==> src/arith_unit_ctrl_regs.vh <==
// Purpose: shared widths, reset levels and increment amounts for the arith unit control
// Assumes: included by the arith unit control design files only
// Notes: definitions only, no logic
`ifndef ARITH_UNIT_CTRL_REGS_VH
`define ARITH_UNIT_CTRL_REGS_VH

// ****************************************************************
// widths
// ****************************************************************
`define ADDR_W 12
`define BYTE_W 8
`define LINE_W 6
`define NIBBLE_W 4
`define TEST_TERMS 4

// ****************************************************************
// field positions in the memory data word and on the main arithmetic bus
// ****************************************************************
`define MEM_TEST_BIT 8
`define MEM_KIND_BIT 9
`define BUS_CLEAR_LO 6

// ****************************************************************
// increments and reset levels
// ****************************************************************
`define LOADER_STEP 12'h001
`define ADDR_ZERO 12'h000
`define BYTE_ZERO 8'h00
`define PAD_HI 2'h0
`define IDLE_LOW_ACTIVE 1'h1
`define IDLE_HIGH_ACTIVE 1'h0

`endif

==> src/arith_unit_ctrl.v <==
// Purpose: control decode for the auxiliary address adder and the main arithmetic unit
// Assumes: every input comes from processor logic on clk; phases are one-cycle pulses
// Notes: every output is registered, so each control shows one cycle after its cause
//
// How it works
// - plus-one request low on first half with increment, or both loader states
// - loader stores each byte at the address one above the previous byte
// - plus-four request low when a test fails in the second fetch state
// - holding register gated into adder on compare-cursor or second refresh state
// - holding register strobed on register clear, T17, and T7 with refresh qualifier
// - separate active-low success and failure from ANDed exclusive-or terms
// - io test qualifier needs io decode, memory data bit 8 and bit 9 high
// - accumulator gated to main unit on add during execute, or add-immediate
// - true memory data byte to bus on immediates except subtract-immediate, or and/or/add/load in execute
// - complemented byte to bus on compare-jump, subtract-immediate, subtract/compare in execute
// - bus bits 6 and 7 forced to zero on line or char register transfer
// - io data-in to bus while byte wait low, or on acknowledged io read or write
// - controller raises boot; on a ready character enter byte wait and take it
// - flag register strobe at T11 with condition-set qualifier, T7 for inc/dec ops, T16 cursor compare in execute, clear
// - adder result routed to flag register for compare-cursor and inc/dec ops
// - low four data bits shift into accumulator high nibble on either low shift decode
// - compare-cursor compares memory data with marker, result modifies adder input
// - execute split into halves by timing phase-4 bit, each high while active
`timescale 1ns/1ps
`default_nettype none
`include "arith_unit_ctrl_regs.vh"

module arith_unit_ctrl #(
  parameter ADDR_W = `ADDR_W,
  parameter BYTE_W = `BYTE_W,
  parameter LINE_W = `LINE_W
) (
  input wire clk,
  input wire rst,

  input wire exec_state,
  input wire timing_phase4,
  input wire increment_op_decode,
  input wire inc2_op_decode,
  input wire dec_op_decode,

  input wire loader_state_a,
  input wire loader_state_b,
  input wire second_fetch_state,
  input wire compare_cursor_qualifier,
  input wire refresh_second_state,
  input wire register_clear,
  input wire refresh_qualifier,

  input wire t7,
  input wire t11,
  input wire t16,
  input wire t17,

  input wire io_op_decode,
  input wire [ADDR_W-1:0] memory_data_reg,
  input wire jump_cond_op,
  input wire compare_jump_op,
  input wire [`TEST_TERMS-1:0] test_cond_a,
  input wire [`TEST_TERMS-1:0] test_cond_b,

  input wire add_op_decode,
  input wire add_immediate_decode,
  input wire immediate_op,
  input wire subtract_immediate_decode,
  input wire and_op,
  input wire or_op,
  input wire load_op,
  input wire subtract_op,
  input wire compare_op,

  input wire line_to_acc,
  input wire char_to_acc,
  input wire io_acknowledge,
  input wire condition_set_qualifier,
  input wire generic_nibble_shift_decode_n,
  input wire loader_shift_n,

  input wire boot_line,
  input wire char_available,
  input wire [ADDR_W-1:0] loader_base,
  input wire [BYTE_W-1:0] accumulator,
  input wire [BYTE_W-1:0] io_data_in,
  input wire [LINE_W-1:0] line_reg,
  input wire [LINE_W-1:0] char_reg,

  output reg run_phase_first_half_q,
  output reg run_phase_second_half_q,
  output reg plus_one_n_q,
  output reg plus_four_n_q,
  output reg hold_to_adder_q,
  output reg hold_strobe_q,

  output reg test_success_n_q,
  output reg test_fail_n_q,
  output reg io_test_qualifier_q,
  output reg acc_to_alu_q,
  output reg mdr_true_to_bus_q,
  output reg mdr_comp_to_bus_q,
  output reg bus_clear_hi_q,
  output reg io_to_bus_q,
  output reg csr_strobe_q,
  output reg adder_to_csr_q,
  output reg nibble_shift_q,
  output reg cursor_match_q,
  output reg loader_byte_wait_n_q,
  output reg loader_active_q,
  output reg [ADDR_W-1:0] loader_addr_q,
  output reg [BYTE_W-1:0] main_arith_bus_q,
  output reg [BYTE_W-1:0] acc_shift_value_q
);

  // ****************************************************************
  // helpers
  // ****************************************************************
  // line and char registers are narrower than the bus; the pad is always zero
  function [BYTE_W-1:0] widen_line;
    input [LINE_W-1:0] v;
    begin
      widen_line = {`PAD_HI, v};
    end
  endfunction

  // ****************************************************************
  // execute halves
  // ****************************************************************
  wire run_first_d;
  wire run_second_d;
  assign run_first_d = exec_state & ~timing_phase4;
  assign run_second_d = exec_state & timing_phase4;

  // ****************************************************************
  // test evaluation
  // ****************************************************************
  wire io_test_d;
  wire success_n_d;
  wire fail_n_d;
  wire [`TEST_TERMS-1:0] test_qual;

  assign io_test_d = io_op_decode & memory_data_reg[`MEM_TEST_BIT] &
    memory_data_reg[`MEM_KIND_BIT];
  assign test_qual = {compare_jump_op, io_test_d, compare_op, jump_cond_op};

  test_result_eval #(
    .N(`TEST_TERMS)
  ) u_test_eval (
    .cond_a(test_cond_a),
    .cond_b(test_cond_b),
    .qual(test_qual),
    .success_n(success_n_d),
    .fail_n(fail_n_d)
  );

  // ****************************************************************
  // auxiliary adder controls
  // ****************************************************************
  wire plus_one_n_d;
  wire plus_four_n_d;
  wire hold_to_adder_d;
  wire hold_strobe_d;
  wire incdec_op;

  assign incdec_op = increment_op_decode | inc2_op_decode | dec_op_decode;
  // and-or-invert: low when either pair is fully high
  assign plus_one_n_d = ~((run_first_d & increment_op_decode) |
    (loader_state_a & loader_state_b));
  // the fail term is the live decode, so the skip shows one cycle after the state that tested, together with the test result
  assign plus_four_n_d = ~(~fail_n_d & second_fetch_state);
  assign hold_to_adder_d = compare_cursor_qualifier | refresh_second_state;
  assign hold_strobe_d = register_clear | t17 | (t7 & refresh_qualifier);

  // ****************************************************************
  // compare-cursor modifier
  // ****************************************************************
  wire [ADDR_W-1:0] marker_pos;
  assign marker_pos = {line_reg, char_reg};

  // ****************************************************************
  // main arithmetic unit controls
  // ****************************************************************
  wire acc_to_alu_d;
  wire mdr_true_d;
  wire mdr_comp_d;
  wire clear_hi_d;
  wire io_rw_ack;
  wire io_to_bus_d;
  wire csr_strobe_d;
  wire adder_to_csr_d;
  wire nibble_shift_d;

  assign acc_to_alu_d = (add_op_decode & exec_state) | add_immediate_decode;
  assign mdr_true_d = (immediate_op & ~subtract_immediate_decode) |
    ((and_op | or_op | add_op_decode | load_op) & exec_state);
  assign mdr_comp_d = compare_jump_op | subtract_immediate_decode |
    ((subtract_op | compare_op) & exec_state);
  assign clear_hi_d = line_to_acc | char_to_acc;
  // bit 9 low marks the read and write forms of the io instruction
  assign io_rw_ack = io_op_decode & ~memory_data_reg[`MEM_KIND_BIT] & io_acknowledge;
  assign io_to_bus_d = ~loader_byte_wait_n_q | io_rw_ack;
  assign csr_strobe_d = (t11 & condition_set_qualifier) | (t7 & incdec_op) |
    (t16 & compare_cursor_qualifier & exec_state) | register_clear;
  assign adder_to_csr_d = compare_cursor_qualifier | incdec_op;
  assign nibble_shift_d = ~generic_nibble_shift_decode_n | ~loader_shift_n;

  // ****************************************************************
  // bus source mux
  // ****************************************************************
  // io has priority so a loader byte is never overrun by a stale memory select
  reg [BYTE_W-1:0] bus_d;
  always @* begin
    bus_d = `BYTE_ZERO;
    if (io_to_bus_d) begin
      bus_d = io_data_in;
    end else if (line_to_acc) begin
      bus_d = widen_line(line_reg);
    end else if (char_to_acc) begin
      bus_d = widen_line(char_reg);
    end else if (mdr_true_d) begin
      bus_d = memory_data_reg[BYTE_W-1:0];
    end else if (mdr_comp_d) begin
      bus_d = ~memory_data_reg[BYTE_W-1:0];
    end
    if (clear_hi_d) begin
      bus_d[BYTE_W-1:`BUS_CLEAR_LO] = `PAD_HI;
    end
  end

  // ****************************************************************
  // loader sequencing
  // ****************************************************************
  // one byte wait per character; char_available must drop before the next one counts
  reg char_seen_q;
  wire take_char;
  assign take_char = loader_active_q & char_available & ~char_seen_q;

  always @(posedge clk) begin
    if (rst) begin
      loader_active_q <= 1'b0;
      loader_byte_wait_n_q <= `IDLE_LOW_ACTIVE;
      char_seen_q <= 1'b0;
      loader_addr_q <= `ADDR_ZERO;
    end else begin
      loader_active_q <= boot_line;
      loader_byte_wait_n_q <= ~take_char;
      char_seen_q <= loader_active_q & char_available;
      if (boot_line & ~loader_active_q) begin
        loader_addr_q <= loader_base;
      end else if (~loader_byte_wait_n_q) begin
        loader_addr_q <= loader_addr_q + `LOADER_STEP;
      end
    end
  end

  // ****************************************************************
  // output registers: execute halves and adder controls
  // ****************************************************************
  // registering costs a cycle but gives every decode a full cycle to settle
  always @(posedge clk) begin
    if (rst) begin
      run_phase_first_half_q <= `IDLE_HIGH_ACTIVE;
      run_phase_second_half_q <= `IDLE_HIGH_ACTIVE;
      plus_one_n_q <= `IDLE_LOW_ACTIVE;
      plus_four_n_q <= `IDLE_LOW_ACTIVE;
      hold_to_adder_q <= `IDLE_HIGH_ACTIVE;
      hold_strobe_q <= `IDLE_HIGH_ACTIVE;
    end else begin
      run_phase_first_half_q <= run_first_d;
      run_phase_second_half_q <= run_second_d;
      plus_one_n_q <= plus_one_n_d;
      plus_four_n_q <= plus_four_n_d;
      hold_to_adder_q <= hold_to_adder_d;
      hold_strobe_q <= hold_strobe_d;
    end
  end

  // ****************************************************************
  // output registers: test results
  // ****************************************************************
  always @(posedge clk) begin
    if (rst) begin
      test_success_n_q <= `IDLE_LOW_ACTIVE;
      test_fail_n_q <= `IDLE_LOW_ACTIVE;
      io_test_qualifier_q <= `IDLE_HIGH_ACTIVE;
      cursor_match_q <= `IDLE_HIGH_ACTIVE;
    end else begin
      test_success_n_q <= success_n_d;
      test_fail_n_q <= fail_n_d;
      io_test_qualifier_q <= io_test_d;
      // match is held between compares so the adder sees a stable modifier
      if (compare_cursor_qualifier) begin
        cursor_match_q <= (memory_data_reg == marker_pos);
      end
    end
  end

  // ****************************************************************
  // output registers: main unit selects
  // ****************************************************************
  always @(posedge clk) begin
    if (rst) begin
      acc_to_alu_q <= `IDLE_HIGH_ACTIVE;
      mdr_true_to_bus_q <= `IDLE_HIGH_ACTIVE;
      mdr_comp_to_bus_q <= `IDLE_HIGH_ACTIVE;
      bus_clear_hi_q <= `IDLE_HIGH_ACTIVE;
      io_to_bus_q <= `IDLE_HIGH_ACTIVE;
      csr_strobe_q <= `IDLE_HIGH_ACTIVE;
      adder_to_csr_q <= `IDLE_HIGH_ACTIVE;
      nibble_shift_q <= `IDLE_HIGH_ACTIVE;
    end else begin
      acc_to_alu_q <= acc_to_alu_d;
      mdr_true_to_bus_q <= mdr_true_d;
      mdr_comp_to_bus_q <= mdr_comp_d;
      bus_clear_hi_q <= clear_hi_d;
      io_to_bus_q <= io_to_bus_d;
      csr_strobe_q <= csr_strobe_d;
      adder_to_csr_q <= adder_to_csr_d;
      nibble_shift_q <= nibble_shift_d;
    end
  end

  // ****************************************************************
  // output registers: bus values
  // ****************************************************************
  always @(posedge clk) begin
    if (rst) begin
      main_arith_bus_q <= `BYTE_ZERO;
      acc_shift_value_q <= `BYTE_ZERO;
    end else begin
      main_arith_bus_q <= bus_d;
      if (nibble_shift_d) begin
        acc_shift_value_q <= {bus_d[`NIBBLE_W-1:0],
          accumulator[`NIBBLE_W-1:0]};
      end else begin
        acc_shift_value_q <= accumulator;
      end
    end
  end

endmodule

`default_nettype wire

==> src/test_result_eval.v <==
// Purpose: forms the active-low test success and test failure terms
// Assumes: all inputs come from logic on the same clock
// Notes: purely combinational; the parent registers the results
`timescale 1ns/1ps
`default_nettype none

module test_result_eval #(
  parameter N = 4
) (
  input wire [N-1:0] cond_a,
  input wire [N-1:0] cond_b,
  input wire [N-1:0] qual,
  output wire success_n,
  output wire fail_n
);

  // ****************************************************************
  // exclusive-or stage, one gate per condition pair
  // ****************************************************************
  wire [N-1:0] differ;
  wire [N-1:0] pass_term;
  wire [N-1:0] fail_term;

  genvar i;
  generate
    for (i = 0; i < N; i = i + 1) begin : g_term
      assign differ[i] = cond_a[i] ^ cond_b[i];
      assign pass_term[i] = differ[i] & qual[i];
      assign fail_term[i] = ~differ[i] & qual[i];
    end
  endgenerate

  // ****************************************************************
  // and-or-invert stage
  // ****************************************************************
  // a qualifier that is low contributes to neither side; with every qualifier low both stay high
  assign success_n = ~(|pass_term);
  assign fail_n = ~(|fail_term);

endmodule

`default_nettype wire
==> config.mk <==
export PLATFORM = sky130hd
export DESIGN_NAME = arith_unit_ctrl
export DESIGN_NICKNAME = d
export VERILOG_FILES = /design/src/arith_unit_ctrl.v /design/src/test_result_eval.v
export VERILOG_INCLUDE_DIRS = /design/src
export SDC_FILE = /design/constraint.sdc
export NUM_CORES = 1
export LEC_CHECK = 0
export BUFFER_PORTS_ARGS = -buffer_cell sky130_fd_sc_hd__buf_2
export CORE_MARGIN = 1.5
export CORE_UTILIZATION = 39
export DETAILED_ROUTE_END_ITERATION = 16
export PLACE_DENSITY = 0.88
export SLEW_MARGIN = 10
export SYNTH_ARGS = -nofsm -noshare
export SYNTH_HDL_FRONTEND = slang
export SYNTH_HIERARCHICAL = 1
export SYNTH_SLANG_ARGS = --single-unit
==> constraint.sdc <==
create_clock -name clk -period 1.5 [get_ports clk]
set_input_delay 0.15 -clock clk [delete_from_list [all_inputs] [get_ports clk]]
set_output_delay 0.15 -clock clk [all_outputs]
set_load 0.01 [all_outputs]
==> results of run 1 <==
-- cells by family after synthesis --
group,share of synthesized area
compound gates,0.192
xor+xnor,0.0932
fa+ha+maj,0.00533
mux,0.0213
buf+inv,0.0421
flops,0.418
simple gates,0.228
-- critical path, stage by stage (launching register included) --
cell and delay [ps]:
dfxtp_2 340, and4_1 230, nand4_1 180, buf_4 200, o21ai_0 260, a311oi_2 140
-- final cells by class --
cell class | instances | area (um^2) | area share
flip-flops and latches | 49 | 991 | 0.286
inverters | 10 | 37.5 | 0.0108
clock inverters | 2 | 13.8 | 0.00397
well taps | 75 | 93.8 | 0.0271
repair buffers | 170 | 928 | 0.268
multi-input cells | 194 | 1320 | 0.381
clock buffers | 6 | 82.6 | 0.0238
-- cells in the final DEF, fill, tap and decap left out, types with 2 or more instances in the layout --
cell       count
inv_1         10
nand3_1        4
o22ai_1        2
and3_1         2
xor2_1        18
nand2b_1       6
nor2b_1       13
o32ai_1        3
a211oi_1      14
dfxtp_2        5
a2111oi_0      2
and2_1         2
buf_2        145
and3b_1        2
o21ai_0        3
nor2_1        31
xnor2_1        7
nor3_1         4
a21oi_1       15
mux2i_1        5
nor4_1         3
nand4_1        4
nor4bb_1       4
or3_1          3
a311oi_1       2
buf_4         23
a21boi_0       3
a311oi_2       2
nand2_1       10
dfxtp_1       43
clkbuf_8       6
a221oi_1       2
o21ai_1        5
-- metrics by stage --
step,utilization,power (uW),hold slack [ps],area (um^2),setup WS (ps)
2_1_floorplan,-,1770,212,2350,1.94
3_3_place_gp,0.561,2100,313,3280,-197
3_5_place_dp,0.561,2120,322,3280,-328
4_1_cts,0.580,2940,23.6,3390,13.3
5_1_grt,0.593,3080,42.9,3470,-17.3
6_report,0.593,2930,35.6,3470,30.7
-- cell usage after synthesis (all sizes together) --
| master | instances |
|---|---|
| a21oi | 15 |
| nor3b | 1 |
| and4b | 1 |
| a311o | 1 |
| a221oi | 3 |
| clkbuf | 15 |
| a211oi | 14 |
| and4 | 1 |
| nor4bb | 4 |
| nand2 | 11 |
| o21ai | 8 |
| nor2b | 14 |
| xnor2 | 7 |
| a22o | 1 |
| nor2 | 31 |
| and3b | 2 |
| nand4b | 1 |
| nor3 | 4 |
| and2 | 2 |
| nor4 | 3 |
| o22ai | 2 |
| mux2i | 5 |
| inv | 10 |
| nand2b | 6 |
| buf | 1 |
| o211ai | 1 |
| a2111oi | 5 |
| o32ai | 3 |
| o31ai | 1 |
| a31oi | 1 |
| ha | 1 |
| or3 | 4 |
| nand4 | 4 |
| nand3b | 1 |
| a311oi | 4 |
| a21o | 1 |
| and3 | 2 |
| xor2 | 18 |
| dfxtp | 49 |
| o41a | 1 |
| or2 | 3 |
| a21boi | 3 |
| nand3 | 4 |
-- how the worst max path moves through the flow --
| stage | endpoint | startpoint | depth (start not counted) |
|---|---|---|---|
| after floorplan | loader_addr_q[11] | loader_addr_q[3] | 4 |
| after global placement | acc_shift_value_q[7] | add_op_decode | 5 |
| after detailed placement | acc_shift_value_q[5] | add_op_decode | 5 |
| after CTS | loader_addr_q[11] | loader_addr_q[5] | 4 |
| after global routing | acc_shift_value_q[4] | add_op_decode | 5 |
| final | loader_addr_q[11] | loader_addr_q[3] | 5 |
-- power by group --
part,leakage (uW),internal [uW],switching [uW]
clock,0.0000512,375,444
sequential,0.000408,1390,37.6
combinational,0.00121,330,355
-- timing repair --
item                       in CTS  in global routing
hold endpoints to repair        1                  0
hold buffers                    1                  0
setup endpoints to repair       4                 11
pin swaps                       1                  5
gates resized for setup         3                 17
buffers inserted                0                  2
cloned                          0                  0
-- metal layers --
metal / wire, um / vias to the layer above / track usage
met3: 559 / 10 / 0.0500
met4: 96 / 0 / 0.0569
met5: 0 / - / 0
li1: - / 1281 / -
met1: 2910 / 1187 / 0.262
met2: 3870 / 118 / 0.416
==> metrics.yaml, run 1 <==
floorplan:
  dieArea_um2: 6500
  fp-row-count: 28
  initial_core_util: 0.401
  core_area_um2: 5850
  io_pins: 146
  die_h_um: 80.6
  die_w_um: 80.6
logic_synthesis:
  synth.yosys.warnings: 6
  synth_nets: 368
  ys_seq_area_frac: 0.418
  netlist.area_leader.share: 0.418
  synth_largest_area_cell: "dfxtp_1"
  yosys-top-cells-area: "dfxtp_1, xor2_1, nor2_1, a211oi_1, nor2b_1"
  synthCells: 269
  synth.distinct_cells: 47
  syn_area_um2: 2350
  ys_ff_latch: 49
  synth.avg_cell_area_um2: 8.73
route:
  drtAntennaViolNets: 0
  drtIter0Drc: 87
  via_count: 2596
  wirelength_um: 7430
  drc_errors: 0
  first_pass_iters: 4
  post_drt_wl_per_cell_um: 14.7
  viasPerCell: 5.13
timing:
  setup_violations: 0
  fin_skew_ps: 5.70
  worst_pin_slew_ps: 745
  rsz0062_at_grt: "true"
  period_minus_slack_ps: 1470
  slew_violations: 0
  hold_viol_final: 0
  period_share: 0.980
  tns_ps: 0
  timing.fmax_ghz: 0.681
  relSlewSlack: 0.502
global_route:
  grt_max_degree: 34
  antenna_found_initial: 0
  grt_pass1_wl_um: 11300
  grt.total_usage: 0.226
  grt-ovfl-total: 0
  grt_pass1_vias: 2488
placed_design:
  dp.cells: 495
  routabilityCongestion: 0.941
  hpwl_um: 5870
  io_buffers: 145
pwr:
  p_leak_uw: 0.00167
  peakVddDrop_uv: 435
  power_density_nw_per_um2: 846
critical_path:
  cp.arrival_ps: 1630
  ff2ff_setup_slack_ps: 30
  endpoint_kind: "flop"
  worstSetupStartpointType: "flop"
  ff2ff_path_depth: 5
  r2r_start: "loader_addr_q[3]"
  crit_type: "flop to flop"
  crit_required_ps: 1660
  timing.rr.end: "loader_addr_q[11]"
  path_max_fanout: 4
hold_path:
  whs_endpoint: "run_phase_first_half_q"
  hold_path_class: "primary input to flop"
  hold_path_startpoint: "timing_phase4"
  whs_path_depth: 2
cells_and_area:
  drive_above_1_share: 0.450
  layout.nets: 529
  reg_top3: "loader_addr_q x12, acc_shift_value_q x8, main_arith_bus_q x8"
  syn2layout_area_growth_pct: 47.6
  largest_reg_flops: 12
  finalNonFillerCells: 506
  num-fill-cells: 535
  diodes: 0
  regMostFlops: "loader_addr_q"
cts:
  clkTransAtPathRegs_ps: 90
  cts_root_buf: "clkbuf_8"
  insertion_delay_ps: 300
  clkSinkCount: 49
  cts_max_level: 2
  cts.path.max_buffers: 2
  cts_tree: "yes"
  cts_buffers: 5
run_status:
  status: "finished clean"
job:
  drv_cap: 0
Note: power is estimated with default switching activity, not from simulation.
==> inputs of run 2 (changes only) <==
Settings changed: CORE_ASPECT_RATIO set to 0.8.
==> run 2 against run 1 <==
Cell count rose by 1.8%. First-iteration DRC count rose by 28%. Power is 0.81% lower. Critical path depth unchanged. Maximum frequency shrank 0.99%. Sequential share of layout area decreased by 0.14 points. Critical path type is now primary input to flop. Largest power group unchanged.
==> metrics.yaml, run 2 (same netlist as run 1, synthesis figures left out) <==
global_route:
  grt-ovfl-total: 0  # unchanged
  grt_pass1_vias: 2440  # was 2,488
  grt.total_usage: 0.216  # was 0.226
  grt_max_degree: 26  # was 34
  grt_pass1_wl_um: 11300  # about the same
  antenna_found_initial: 0  # unchanged
critical_path:
  ff2ff_path_depth: 5  # unchanged
  ff2ff_setup_slack_ps: 40  # was 30 ps
  crit_required_ps: 1700  # was 1660 ps
  endpoint_kind: "flop"  # unchanged
  cp.arrival_ps: 1690  # was 1630 ps
  crit_type: "primary input to flop"  # was flop to flop
  path_max_fanout: 5  # was 4
  worstSetupStartpointType: "primary input"  # was flop
pwr:
  power_density_nw_per_um2: 836  # was 846 nW/um^2
  total_power_uw: 2910  # was 2930 uW
  p_leak_uw: 0.00166  # was 0.00167 uW
  peakVddDrop_uv: 367  # was 435 uV
route:
  via_count: 2619  # was 2,596
  post_drt_wl_per_cell_um: 14.4  # was 14.7 um
  drc_errors: 0  # unchanged
  viasPerCell: 5.09  # was 5.13
  first_pass_iters: 4  # unchanged
  drtAntennaViolNets: 0  # unchanged
  wirelength_um: 7430  # about the same
  drtIter0Drc: 111  # was 87
cells_and_area:
  syn2layout_area_growth_pct: 48.2  # was 47.6%
  layout.nets: 533  # was 529
  reg_top3: "loader_addr_q x12, acc_shift_value_q x8, main_arith_bus_q x8"  # unchanged
  layout_common_cells: "buf_2, dfxtp_1, nor2_1, buf_4, xor2_1"  # unchanged
  regMostFlops: "loader_addr_q"  # unchanged
  drive_above_1_share: 0.449  # was 0.450
  largest_reg_flops: 12  # unchanged
  final_common_cell: "buf_2"  # unchanged
  diodes: 0  # unchanged
floorplan:
  io_pins: 146  # unchanged
  fp-row-count: 25  # was 28
  die_h_um: 72.4  # was 80.6 um
  dieArea_um2: 6500  # about the same
  core_area_um2: 5850  # about the same
  die_w_um: 89.8  # was 80.6 um
  initial_core_util: 0.401  # about the same
hold_path:
  hold_path_class: "primary input to flop"  # unchanged
  whs_path_depth: 2  # unchanged
placed_design:
  routabilityCongestion: 0.914  # was 0.941
  io_buffers: 145  # unchanged
  hpwl_um: 5700  # was 5870 um
timing:
  relSlewSlack: 0.604  # was 0.502
  hold_viol_final: 0  # unchanged
  period_minus_slack_ps: 1480  # was 1470 ps
  fin_skew_ps: 5.82  # was 5.70 ps
  timing.fmax_ghz: 0.674  # was 0.681 GHz
  rsz0062_at_grt: "true"  # unchanged
  whs_ps: 36.9  # was 35.6 ps
  period_share: 0.989  # was 0.980
  slew_violations: 0  # unchanged
  setup_violations: 0  # unchanged
  worst_pin_slew_ps: 593  # was 745 ps
cts:
  insertion_delay_ps: 290  # was 300 ps
  cts_max_level: 2  # unchanged
  cts_buffers: 5  # unchanged
  cts_tree: "yes"  # unchanged
  cts.path.max_buffers: 2  # unchanged
  clkTransAtPathRegs_ps: 90  # about the same
  clkSinkCount: 49  # unchanged
  cts_root_buf: "clkbuf_8"  # unchanged
run_status:
  status: "finished clean"  # unchanged
job:
  drv_cap: 0  # unchanged
==> run 2: worst paths after layout <==
kind | start | to
worst min-delay path | timing_phase4 | run_phase_first_half_q
worst max register to register | loader_addr_q[1] | loader_addr_q[10]
worst max-delay path | add_op_decode | acc_shift_value_q[7]
worst min register to register | char_seen_q | loader_byte_wait_n_q
==> run 2: what timing repair did <==
action	4_1_cts	5_1_grt
gates resized for setup	0	18
hold buffers	0	1
setup endpoints to repair	2	9
hold endpoints to repair	0	1
setup buffers	0	4
cloned	1	0
pin swaps	1	5
==> run 2: where the power goes <==
group	internal, uW	switching [uW]
logic	334	358
clock network	365	426
registers	1390	35.4
==> run 2: final cells by class <==
type	instances	area, um^2
Clock buffer	6	82.6
Clock inverter	1	7.51
Fill cell	550	2370
Inverter	10	37.5
Multi-Input combinational cell	195	1320
Sequential cell	49	990
Tap cell	81	101
Timing Repair Buffer	173	938
==> run 2: layer usage <==
layer,wire [um],vias up,part of all wire,track usage
met1,3250,1211,0.44,0.283
met2,3540,111,0.48,0.363
met4,90,0,0.012,0.0511
li1,-,1289,-,-
met3,553,8,0.074,0.0556
met5,0,-,0,0
==> run 2: stage by stage <==
step            util  area [um^2]  setup WS [ps]  instances  setup TNS, ps
3_3_place_gp   0.562         3290           -244        502          -2020
2_1_floorplan      -         2350           1.94        269              0
5_1_grt        0.595         3480          -45.0        515           -152
6_report       0.595         3480           16.0        515              0
4_1_cts        0.579         3390           2.26        510              0
3_5_place_dp   0.562         3290           -328        502          -2980
==> run 2: worst max-delay path: stages <==
cell and delay, ps:
buf_2 130, o41a_1 540, a2111oi_1 470, nor4bb_2 120, o32ai_1 270
==> inputs of run 3 (changes only) <==
Settings changed: ABC_CLOCK_PERIOD_IN_PS set to 1500, PLACE_DENSITY 0.88 to 0.77.
==> run 3 against run 2 <==
Sequential share of layout area increased by 0.62 points. Die area is the same. First-iteration DRC count increased by 17%. Power down 2.4%. Combinational power shrank 3.3%. Clock-buffer cell count unchanged. Routed wire length shrank 8.7%. Worst setup slack improved by 14 ps. Worst hold slack got worse by 15 ps. Clock skew down 2.5 ps. Core utilization shrank 1.4 points. Global-route usage is 1.2 points lower. Largest cell class unchanged.
==> metrics.yaml, run 3 (same netlist as run 1, synthesis figures left out) <==
floorplan:
  initial_core_util: 0.401  # unchanged
  dieArea_um2: 6500  # unchanged
  die_w_um: 89.8  # unchanged
  core_area_um2: 5850  # unchanged
  io_pins: 146  # unchanged
  die_h_um: 72.4  # unchanged
  fp-row-count: 25  # unchanged
pwr:
  peakVddDrop_uv: 384  # was 367 uV
  seq_power_share: 0.502  # was 0.490
  p_comb_frac: 0.236  # was 0.238
  p_clk_frac: 0.262  # was 0.272
  switching_share: 0.283  # was 0.282
  net-switching-power_uw: 802  # was 819 uW
  power_density_nw_per_um2: 836  # about the same
  total_power_uw: 2840  # was 2910 uW
  internal_power_uw: 2040  # was 2090 uW
  p_leak_uw: 0.00163  # was 0.00166 uW
global_route:
  grt_pass1_wl_um: 10600  # was 11,300 um
  grt.total_usage: 0.204  # was 0.216
  grt-ovfl-total: 0  # unchanged
  grt_pass1_vias: 2373  # was 2,440
  grt_max_degree: 27  # was 26
  antenna_found_initial: 0  # unchanged
critical_path:
  crit_required_ps: 1710  # was 1700 ps
  path_max_fanout: 4  # was 5
  cp.arrival_ps: 1680  # was 1690 ps
  endpoint_kind: "flop"  # unchanged
  worstSetupStartpointType: "flop"  # was primary input
  crit_type: "flop to flop"  # was primary input to flop
route:
  post_drt_wl_per_cell_um: 13.4  # was 14.4 um
  via_count: 2597  # was 2,619
  drc_errors: 0  # unchanged
  drtAntennaViolNets: 0  # unchanged
  first_pass_iters: 7  # was 4
  wirelength_um: 6780  # was 7430 um
  viasPerCell: 5.11  # was 5.09
  drtIter0Drc: 130  # was 111
timing:
  timing.fmax_ghz: 0.680  # was 0.674 GHz
  worst_pin_slew_ps: 683  # was 593 ps
  tns_ps: 0  # unchanged
  hold_viol_final: 0  # unchanged
  relSlewSlack: 0.541  # was 0.604
  setup_violations: 0  # unchanged
  slew_violations: 0  # unchanged
  fin_skew_ps: 3.35  # was 5.82 ps
  period_minus_slack_ps: 1470  # was 1480 ps
  period_share: 0.980  # was 0.989
  setup_ws_ps: 30.3  # was 16.0 ps
cells_and_area:
  syn2layout_area_growth_pct: 44.6  # was 48.2%
  final_common_cell: "buf_2"  # unchanged
  num-fill-cells: 546  # was 550
  regMostFlops: "loader_addr_q"  # unchanged
  ff_latch_area_um2: 987  # was 990 um^2
  reg_top3: "loader_addr_q x12, acc_shift_value_q x8, main_arith_bus_q x8"  # unchanged
  layout.cell_area.non_filler_um2: 3400  # was 3480 um^2
  diodes: 0  # unchanged
  layout.nets: 526  # was 533
  multiInputGateArea_um2: 1300  # was 1320 um^2
  layout_common_cells: "buf_2, dfxtp_1, nor2_1, buf_4, xor2_1"  # unchanged
  largest_reg_flops: 12  # unchanged
  finalNonFillerCells: 508  # was 515
  drive_above_1_share: 0.429  # was 0.449
placed_design:
  hpwl_um: 5390  # was 5700 um
  routabilityCongestion: 0.961  # was 0.914
  io_buffers: 145  # unchanged
  place_area_um2: 3260  # was 3290 um^2
  dp.cells: 499  # was 502
  pre_cts_slack_ps: -300  # was -328 ps
cts:
  clkSinkCount: 49  # unchanged
  clkTransAtPathRegs_ps: 90  # about the same
  cts_buffers: 5  # unchanged
  cts.path.max_buffers: 2  # unchanged
  cts_root_buf: "clkbuf_8"  # unchanged
  insertion_delay_ps: 300  # was 290 ps
  cts_tree: "yes"  # unchanged
  cts_max_level: 2  # unchanged
job:
  drv_cap: 0  # unchanged
run_status:
  status: "finished clean"  # unchanged
hold_path:
  hold_path_class: "primary input to flop"  # unchanged
## run 3: cell count changes in the layout (fill, tap and decap cells not counted), sizes merged
cell / change
clkinv: +1
clkinvlp: -1
o41a: -1
buf: -6
## run 3: cell type report
cell class / count / share of cell area
clock buffers: 6 / 0.0214
clock inverters: 1 / 0.00258
inverters: 10 / 0.0110
multi-input cells: 194 / 0.382
flip-flops and latches: 49 / 0.291
well taps: 81 / 0.0298
repair buffers: 167 / 0.263
## run 3: repair_timing
action / CTS / global route
pin swaps: 0 / 2
setup buffers: 0 / 1
cloned: 0 / 0
setup endpoints to repair: 2 / 7
hold endpoints to repair: 1 / 0
gates resized for setup: 2 / 12
hold buffers: 1 / 0
## run 3: final timing paths
path / from / endpoint / depth (start not counted) / slack [ps]
worst max-delay path: loader_addr_q[5] / loader_addr_q[10] / 4 / 30
worst min-delay path: timing_phase4 / run_phase_first_half_q / 2 / 20
worst max register to register: loader_addr_q[5] / loader_addr_q[10] / 4 / 30
worst min register to register: char_seen_q / loader_byte_wait_n_q / 1 / 420
## run 3: power groups by stage
stage / Clock (uW) / Sequential, uW / Combinational (uW)
6_report: 744 / 1430 / 669
2_1_floorplan: 0 / 1510 / 263
5_1_grt: 835 / 1440 / 733
3_5_place_dp: 0 / 1460 / 652
3_3_place_gp: 0 / 1450 / 639
4_1_cts: 768 / 1430 / 656
## run 3: per-layer routing
layer  up-vias  share of wire  GRT usage
li1       1281              -          -
met1      1199           0.46      0.257
met2       105           0.46      0.338
met3        12          0.065     0.0524
met4         0          0.017     0.0847
met5         -              0          0
## run 3: stage by stage
step	hold WS (ps)	utilization
after detailed placement	313	0.558
final	22.0	0.581
after global placement	314	0.558
after CTS	11.8	0.574
after floorplan	212	-
after global routing	13.9	0.581
## run 3: worst max-delay path, cell delays in order, from the launching register on
cell,delay (ps)
dfxtp_4,370
and4_4,240
nand4_1,150
or3_1,360
a311oi_2,260
